<file path="config.mk">
export PLATFORM = sky130hd
export DESIGN_NAME = vga_hblank_end_hsync_start
export DESIGN_NICKNAME = d
export VERILOG_FILES = /design/src/vga_hblank_pkg.sv /design/src/vga_hblank_end_hsync_start.sv /design/src/hskew_delay.sv
export VERILOG_INCLUDE_DIRS = /design/src /design/src/src
export SDC_FILE = /design/constraint.sdc
export NUM_CORES = 1
export LEC_CHECK = 0
export BUFFER_PORTS_ARGS = -buffer_cell sky130_fd_sc_hd__buf_4
export CAP_MARGIN = 5
export CORE_MARGIN = 1
export CORE_UTILIZATION = 40
export CTS_CLUSTER_SIZE = 16
export DETAILED_ROUTE_END_ITERATION = 8
export PLACE_DENSITY = 0.69
export SLEW_MARGIN = 0
export SYNTH_ARGS = -nofsm -noshare
export SYNTH_HDL_FRONTEND = slang
export SYNTH_SLANG_ARGS = --single-unit
export TNS_END_PERCENT = 20
</file>
<file path="constraint.sdc">
create_clock -name clk -period 6 [get_ports clk]
set_clock_uncertainty 0.15 [all_clocks]
set_input_delay 0.6 -clock clk [delete_from_list [all_inputs] [get_ports clk]]
set_output_delay 0.6 -clock clk [all_outputs]
set_load 0.05 [all_outputs]
</file>
<file path="src/hblank_consts.svh">
// Operation
// - bit 7 of blanking-end register ignores writes and reads back as 1
// - skew field bits 6:5 delays start and end of display window
// - skew 00 none, 01 one, 10 two, 11 three character clocks
// - blanking end is 6 bits: register bits 4:0 plus sync-end bit 7
// - sync starts at 8-bit sync-start position counted from active start
// - actual sync start shifts by sync skew field and text mode
// - sync-start register is read/write under group 0 protection
// - protect bit blocks writes to controller indices 0 through 7
// - software writes index port, then accesses register through data port
// - blanking-start value counts clocks from active start to blanking start
`ifndef HBLANK_CONSTS_SVH
`define HBLANK_CONSTS_SVH
`define IO_INDEX_MONO       16'h03B4
`define IO_DATA_MONO        16'h03B5
`define IO_INDEX_COLOR      16'h03D4
`define IO_DATA_COLOR       16'h03D5
`define IDX_BLANK_END       7'h03
`define IDX_SYNC_START      7'h04
`define IDX_PROTECT_LAST    7'h07
`define BLANK_END_RSVD_BIT  7
`define SKEW_HI             6
`define SKEW_LO             5
`define BLANK_END_LO_HI     4
`define IDX_RESET           7'h00
`define BLANK_END_RESET     7'h00
`define SYNC_START_RESET    8'h00
`define HCNT_ZERO           9'h000
`define HCNT_ONE            9'h001
`define TOTAL_ADJUST        9'h004
`define TEXT_SYNC_EXTRA     2'h1
`define BYTE_ZERO           8'h00
`endif

</file>
<file path="src/vga_hblank_pkg.sv">
package vga_hblank_pkg;
   typedef logic [1:0] skew_t;
   typedef logic [8:0] hcount_t;
   typedef enum logic [1:0] {PORT_NONE, PORT_INDEX, PORT_DATA} port_sel_t;
endpackage

</file>
<file path="src/vga_hblank_end_hsync_start.sv">
`timescale 1ns/1ps
`default_nettype none
`include "hblank_consts.svh"
module vga_hblank_end_hsync_start
   import vga_hblank_pkg::*;
(
   input  wire logic       clk,
   input  wire logic       nrst,
   input  wire logic [15:0] io_addr,
   input  wire logic       io_wr,
   input  wire logic       io_rd,
   input  wire logic [7:0] io_wdata,
   output logic      [7:0] io_rdata,
   input  wire logic       color_port_emulation,
   input  wire logic       group_protect,
   input  wire logic [7:0] horiz_total,
   input  wire logic [7:0] display_end,
   input  wire logic [7:0] horiz_blank_start,
   input  wire logic       blank_end_msb,
   input  wire logic [4:0] sync_end_low,
   input  wire skew_t      sync_skew,
   input  wire logic       text_mode,
   output logic            display_enable,
   output logic            hblank,
   output logic            hsync
);
   logic      rst_sync1_q;
   logic      rst_sync2_q;
   logic      rst_n;

   always_ff @(posedge clk or negedge nrst) begin
      if (!nrst) begin
         rst_sync1_q <= 1'b0;
         rst_sync2_q <= 1'b0;
      end else begin
         rst_sync1_q <= 1'b1;
         rst_sync2_q <= rst_sync1_q;
      end
   end
   assign rst_n = rst_sync2_q;

   // register port
   port_sel_t  port_sel;
   logic [6:0] index_q,  index_d;
   logic [6:0] blank_end_q, blank_end_d;
   logic [7:0] sync_start_q, sync_start_d;
   logic [7:0] rdata_q,  rdata_d;
   logic       wr_blocked;
   logic [7:0] data_read;

   always_comb begin
      port_sel = PORT_NONE;
      if ((color_port_emulation && io_addr == `IO_INDEX_COLOR) ||
          (!color_port_emulation && io_addr == `IO_INDEX_MONO)) begin
         port_sel = PORT_INDEX;
      end else if ((color_port_emulation && io_addr == `IO_DATA_COLOR) ||
                   (!color_port_emulation && io_addr == `IO_DATA_MONO)) begin
         port_sel = PORT_DATA;
      end
   end

   assign wr_blocked = group_protect && (index_q <= `IDX_PROTECT_LAST);

   always_comb begin
      data_read = `BYTE_ZERO;
      if (index_q == `IDX_BLANK_END) begin
         data_read = {1'b1, blank_end_q};
      end else if (index_q == `IDX_SYNC_START) begin
         data_read = sync_start_q;
      end
   end

   always_comb begin
      index_d      = index_q;
      blank_end_d  = blank_end_q;
      sync_start_d = sync_start_q;
      rdata_d      = rdata_q;
      if (io_wr && port_sel == PORT_INDEX) begin
         index_d = io_wdata[6:0];
      end
      if (io_wr && port_sel == PORT_DATA && !wr_blocked) begin
         if (index_q == `IDX_BLANK_END) begin
            blank_end_d = io_wdata[6:0];
         end
         if (index_q == `IDX_SYNC_START) begin
            sync_start_d = io_wdata;
         end
      end
      if (io_rd && port_sel == PORT_INDEX) begin
         rdata_d = {1'b0, index_q};
      end else if (io_rd && port_sel == PORT_DATA) begin
         rdata_d = data_read;
      end
   end

   always_ff @(posedge clk or negedge rst_n) begin
      if (!rst_n) begin
         index_q      <= `IDX_RESET;
         blank_end_q  <= `BLANK_END_RESET;
         sync_start_q <= `SYNC_START_RESET;
         rdata_q      <= `BYTE_ZERO;
      end else begin
         index_q      <= index_d;
         blank_end_q  <= blank_end_d;
         sync_start_q <= sync_start_d;
         rdata_q      <= rdata_d;
      end
   end
   assign io_rdata = rdata_q;

   // horizontal timing
   hcount_t    hcnt_q, hcnt_d;
   logic       blank_q, blank_d;
   logic       sync_q,  sync_d;
   logic [5:0] blank_end_val;
   hcount_t    line_last;
   logic       de_raw;
   logic       sync_raw;
   skew_t      sync_amount;

   assign blank_end_val = {blank_end_msb, blank_end_q[`BLANK_END_LO_HI:0]};
   assign line_last     = {1'b0, horiz_total} + `TOTAL_ADJUST;
   assign de_raw        = (hcnt_q <= {1'b0, display_end});
   // text mode pushes sync one more clock, saturating at three
   assign sync_amount   = (text_mode && sync_skew != 2'h3) ?
                          skew_t'(sync_skew + `TEXT_SYNC_EXTRA) : sync_skew;

   always_comb begin
      hcnt_d  = (hcnt_q >= line_last) ? `HCNT_ZERO : hcount_t'(hcnt_q + `HCNT_ONE);
      blank_d = blank_q;
      sync_d  = sync_q;
      if (blank_q && hcnt_q[5:0] == blank_end_val) begin
         blank_d = 1'b0;
      end else if (hcnt_q == {1'b0, horiz_blank_start}) begin
         blank_d = 1'b1;
      end
      if (hcnt_q == {1'b0, sync_start_q}) begin
         sync_d = 1'b1;
      end else if (sync_q && hcnt_q[4:0] == sync_end_low) begin
         sync_d = 1'b0;
      end
   end

   always_ff @(posedge clk or negedge rst_n) begin
      if (!rst_n) begin
         hcnt_q  <= `HCNT_ZERO;
         blank_q <= 1'b0;
         sync_q  <= 1'b0;
      end else begin
         hcnt_q  <= hcnt_d;
         blank_q <= blank_d;
         sync_q  <= sync_d;
      end
   end
   assign sync_raw = sync_q;
   assign hblank   = blank_q;

   hskew_delay u_de_skew (
      .clk    (clk),
      .rst_n  (rst_n),
      .din    (de_raw),
      .amount (blank_end_q[`SKEW_HI:`SKEW_LO]),
      .dout   (display_enable)
   );

   hskew_delay u_sync_skew (
      .clk    (clk),
      .rst_n  (rst_n),
      .din    (sync_raw),
      .amount (sync_amount),
      .dout   (hsync)
   );

   // checks
   property p_rsvd_reads_one;
      @(posedge clk) disable iff (!rst_n)
      (io_rd && port_sel == PORT_DATA && index_q == `IDX_BLANK_END) |=> io_rdata[7];
   endproperty
   a_rsvd_reads_one: assert property (p_rsvd_reads_one) else $error("bit 7 not one");

   property p_skew_three;
      @(posedge clk) disable iff (!rst_n)
      (blank_end_q[6:5] == 2'b11) [*4] |-> display_enable == $past(de_raw, 3);
   endproperty
   a_skew_three: assert property (p_skew_three) else $error("skew 3 wrong");

   property p_skew_none;
      @(posedge clk) disable iff (!rst_n)
      (blank_end_q[6:5] == 2'b00) |-> display_enable == de_raw;
   endproperty
   a_skew_none: assert property (p_skew_none) else $error("skew 0 wrong");

   property p_blank_end;
      @(posedge clk) disable iff (!rst_n)
      (blank_q && hcnt_q[5:0] == blank_end_val) |=> !hblank;
   endproperty
   a_blank_end: assert property (p_blank_end) else $error("blank did not end");

   property p_blank_end_msb;
      @(posedge clk) disable iff (!rst_n)
      (blank_q && hcnt_q[5:0] != {blank_end_msb, blank_end_q[4:0]}) |=> hblank;
   endproperty
   a_blank_end_msb: assert property (p_blank_end_msb) else $error("end value wrong");

   property p_blank_start;
      @(posedge clk) disable iff (!rst_n)
      (!blank_q && hcnt_q == {1'b0, horiz_blank_start}) |=> hblank;
   endproperty
   a_blank_start: assert property (p_blank_start) else $error("blank did not start");

   property p_sync_start;
      @(posedge clk) disable iff (!rst_n)
      (hcnt_q == {1'b0, sync_start_q} && sync_amount == 2'b00 &&
       $stable(sync_amount)) |=> hsync;
   endproperty
   a_sync_start: assert property (p_sync_start) else $error("sync did not start");

   property p_sync_skew;
      @(posedge clk) disable iff (!rst_n)
      (sync_amount == 2'b10) [*3] |-> hsync == $past(sync_raw, 2);
   endproperty
   a_sync_skew: assert property (p_sync_skew) else $error("sync skew wrong");

   property p_protect;
      @(posedge clk) disable iff (!rst_n)
      (io_wr && port_sel == PORT_DATA && group_protect && index_q == `IDX_SYNC_START)
      |=> $stable(sync_start_q);
   endproperty
   a_protect: assert property (p_protect) else $error("protected write landed");

   property p_sync_write;
      @(posedge clk) disable iff (!rst_n)
      (io_wr && port_sel == PORT_DATA && !group_protect && index_q == `IDX_SYNC_START)
      |=> sync_start_q == $past(io_wdata);
   endproperty
   a_sync_write: assert property (p_sync_write) else $error("sync start not written");

   property p_index_write;
      @(posedge clk) disable iff (!rst_n)
      (io_wr && port_sel == PORT_INDEX) |=> index_q == $past(io_wdata[6:0]);
   endproperty
   a_index_write: assert property (p_index_write) else $error("index not written");

   c_blank_cycle: cover property (@(posedge clk) disable iff (!rst_n) $rose(hblank) ##[1:300] $fell(hblank));
   c_sync_pulse:  cover property (@(posedge clk) disable iff (!rst_n) $rose(hsync) ##[1:300] $fell(hsync));
   c_protected:   cover property (@(posedge clk) disable iff (!rst_n) io_wr && wr_blocked && port_sel == PORT_DATA);
endmodule // vga_hblank_end_hsync_start
`default_nettype wire

</file>
<file path="src/hskew_delay.sv">
`timescale 1ns/1ps
`default_nettype none
module hskew_delay
   import vga_hblank_pkg::*;
(
   input  wire logic  clk,
   input  wire logic  rst_n,
   input  wire logic  din,
   input  wire skew_t amount,
   output logic       dout
);
   logic [3:0] tap_q;
   logic [3:1] tap_d;

   assign tap_q[0] = din;

   genvar g;
   generate
      for (g = 1; g < 4; g++) begin : g_stage
         logic stage_q;
         assign tap_d[g] = tap_q[g-1];
         always_ff @(posedge clk or negedge rst_n) begin
            if (!rst_n) begin
               stage_q <= 1'b0;
            end else begin
               stage_q <= tap_d[g];
            end
         end
         assign tap_q[g] = stage_q;
      end
   endgenerate

   // 00 passes straight, 11 takes three stages
   always_comb begin
      dout = tap_q[amount];
   end
endmodule // hskew_delay
`default_nettype wire

</file>
==> flow_summary.ini <==
[sta]
fin_crit_ns = 3.285
finalCritPeriodShare = 0.5476
final_max_slew_viol_count = 0
fmax_ghz = 0.3044
setup_violations = 0
hold_ws_ns = 0.2022
rsz0062_at_grt = false
hold_viol_final = 0
tns_ns = 0
worst_pin_slew_ns = 0.9985
slew_headroom = 0.3343

[floorplanning]
initial_core_util = 0.4188
die_w_microns = 87.04
core_area_sq_um = 6907
dieArea_sq_um = 7576
io_pins = 74
fp.dieH_microns = 87.04
rows = 30

[detailed_routing]
wl_mm = 6.009
drc = 0
wl_per_cell_microns = 14.11
dr.pass1.iters = 4
ant_nets = 0
drtIter0Drc = 57
drt-vias-per-instance = 5.052
vias = 2152

[hold_path]
hold_depth = 0
hold_class = reg2reg
hp-start = rst_sync1_q$_DFF_PN0_
worstHoldEndpoint = rst_n$_DFF_PN0_

[logic_synthesis]
synth.distinct_cells = 41
seq_area_frac_synth = 0.4239
syn_inst = 257
async_reset_ff_frac = 1.000
synth_fp_nets = 340
ys_seq_elements = 49
ys_warn_count = 0
synth-edff-count = 0
synth_area_per_cell_sq_um = 11.26
syn_area_sq_um = 2893
synth_ff_type = dfrtp_1

[global_route]
grt_pass1_wl_mm = 10.27
grt_pass1_vias = 2244
grtUsageTotal = 0.1744
grt_max_degree = 48
grt_antenna_before_repair = 0
grt_overflow = 0

[clocking]
cts_buffers = 5
cts.sinks = 49
clkSlewWorstSetupHoldPaths_ns = 0.08
hold_buffers = 1
cts_resized = 0
post-cts-setup-buffer-count = 0
h-tree-depth = 2
root_buffer = clkbuf_8
cts_buffer_depth = 2
clock_latency_ns = 0.30
cts_tree = built

[placement]
gp_congestion = 0.7939
post-dp-hpwl_mm = 4.635
numPortBuffers = 73

[power]
p_sw_w = 0.0003376
swShare = 0.3344
combinationalPowerShare = 0.302
peakVddDrop_mv = 0.1143
power_density_nw_per_um2 = 276.2
clockPowerShare = 0.238
internal-power_w = 0.0006718
leakage_nw = 1.729
seqPwrFrac = 0.460

[layout]
drive_gt1_frac = 0.3667
area_delta_synth_final_pct = 26.34
final_nets = 412
antennaDiodeCount = 0

[worst_setup_path]
end_kind = output pin
r2r_end = blank_end_q[6]$_DFFE_PN0P_
required_ns = 5.25
cp-start-kind = register
regToRegStartpoint = index_q[0]$_DFFE_PN0P_
critPathKind = reg2out
crit_arrival_ns = 2.54
r2r_slack_ns = 3.38
worst-r2r-cell-count = 5
cp_max_fo = 8

[job]
maxCapViolCount = 0

[outcome]
status = complete, no violations
-- through the flow --
stage / cell area, sq um / setup WS, ns / util / instances / total power, W
final: 3655 / 2.715 / 0.5292 / 426 / 0.001009
after global routing: 3655 / 2.588 / 0.5292 / 426 / 0.001090
after CTS: 3655 / 2.716 / 0.5292 / 426 / 0.001022
after detailed placement: 3528 / 2.924 / 0.5109 / 417 / 0.0007795
after global placement: 3528 / 2.938 / 0.5109 / 417 / 0.0007673
after floorplan: 2893 / 3.228 / - / 257 / 0.0006784
-- worst max-delay path by stage --
stage | from | end | depth (start not counted)
5_1_grt | hcnt_q[5]$_DFF_PN0_ | display_enable | 7
4_1_cts | hcnt_q[5]$_DFF_PN0_ | display_enable | 7
3_5_place_dp | display_end[6] | display_enable | 9
6_report | hcnt_q[5]$_DFF_PN0_ | display_enable | 7
3_3_place_gp | display_end[6] | display_enable | 9
2_1_floorplan | display_end[6] | display_enable | 7
-- synth_stat cells (all sizes together), types with 3 or more instances --
cell type	n	area, sq um
a21oi	5	25.02
a22oi	7	52.55
clkbuf	9	33.78
dfrtp	49	1226
ha	20	250.2
inv	19	71.32
mux2	30	337.8
nand2	5	18.77
nand3	12	65.06
nand4	7	43.79
nor2	10	40.04
nor2b	4	25.02
nor3	3	15.01
nor4	4	46.29
o21a	3	22.52
o21ai	3	15.01
o22ai	7	43.79
xnor2	22	192.7
xor2	17	148.9
-- registers in the layout (all words and copies together) (netlist names) --
name / cells
blank_end_q: 7
hblank: 1
hcnt_q: 9
index_q: 7
io_rdata: 8
rst_n: 1
rst_sync1_q: 1
sync_q: 1
sync_start_q: 8
u_de_skew.g_stage.stage_q: 3
u_sync_skew.g_stage.stage_q: 3
-- power groups by stage --
stage	combinational (W)	clock [W]	sequential [W]
5_1_grt	0.000351	0.000263	0.000477
2_1_floorplan	0.000272	0	0.000407
4_1_cts	0.000309	0.000247	0.000466
3_3_place_gp	0.000294	0	0.000473
3_5_place_dp	0.000306	0	0.000474
6_report	0.000305	0.000240	0.000464
-- metal layers --
metal	global-route usage	up-vias	wire, microns
li1	-	1065	-
met1	0.2358	1037	2923
met2	0.2885	44	2789
met3	0.03507	6	244
met4	0.04091	0	51
met5	0	-	0
-- placed cells by master, fill, tap and decap left out, types with 3 or more instances in the layout --
cell	netlist	layout
mux2_2	30	30
nand4_1	7	7
o21a_1	3	3
ha_1	20	20
xor2_1	17	17
nand3_1	11	11
nand2_1	5	5
a22oi_1	7	7
o21ai_0	3	3
xnor2_1	22	22
clkbuf_8	0	6
nor2_1	9	9
o22ai_1	7	7
nor2b_1	4	4
a21oi_1	5	5
inv_1	19	19
nor3_1	3	3
dfrtp_1	49	48
buf_4	0	73
-- cell type report --
| cell class | count | area [sq um] |
|---|---|---|
| multi-input combinational | 180 | 1562 |
| timing repair buffer | 74 | 558.0 |
| inverter | 19 | 71.32 |
| fill | 664 | 3252 |
| tap | 96 | 120.1 |
| clock inverter | 1 | 30.03 |
| sequential | 49 | 1227 |
| clock buffer | 7 | 86.33 |
-- cells by family (layout without fill, tap and decap cells) --
group | Yosys count | in the layout | share of synthesized area
DFF | 49 | 49 | 0.4239
xor gates and xnor gates | 39 | 39 | 0.1181
and+or+nand+nor | 52 | 52 | 0.1120
adders and majority gates | 20 | 20 | 0.08651
other | 1 | 1 | 0.001296
buffers and inverters | 28 | 101 | 0.03633
muxes | 33 | 33 | 0.1358
AOI/OAI and AO/OA | 35 | 35 | 0.08607
-- critical path: stages, from the launching register on --
cell	delay [ns]
dfrtp_1	0.53
ha_1	0.35
nand3_1	0.08
nor3_1	0.33
o21a_1	0.17
o21ai_0	0.10
mux4_2	0.48
buf_4	0.20
(Power assumes the default switching activity.)
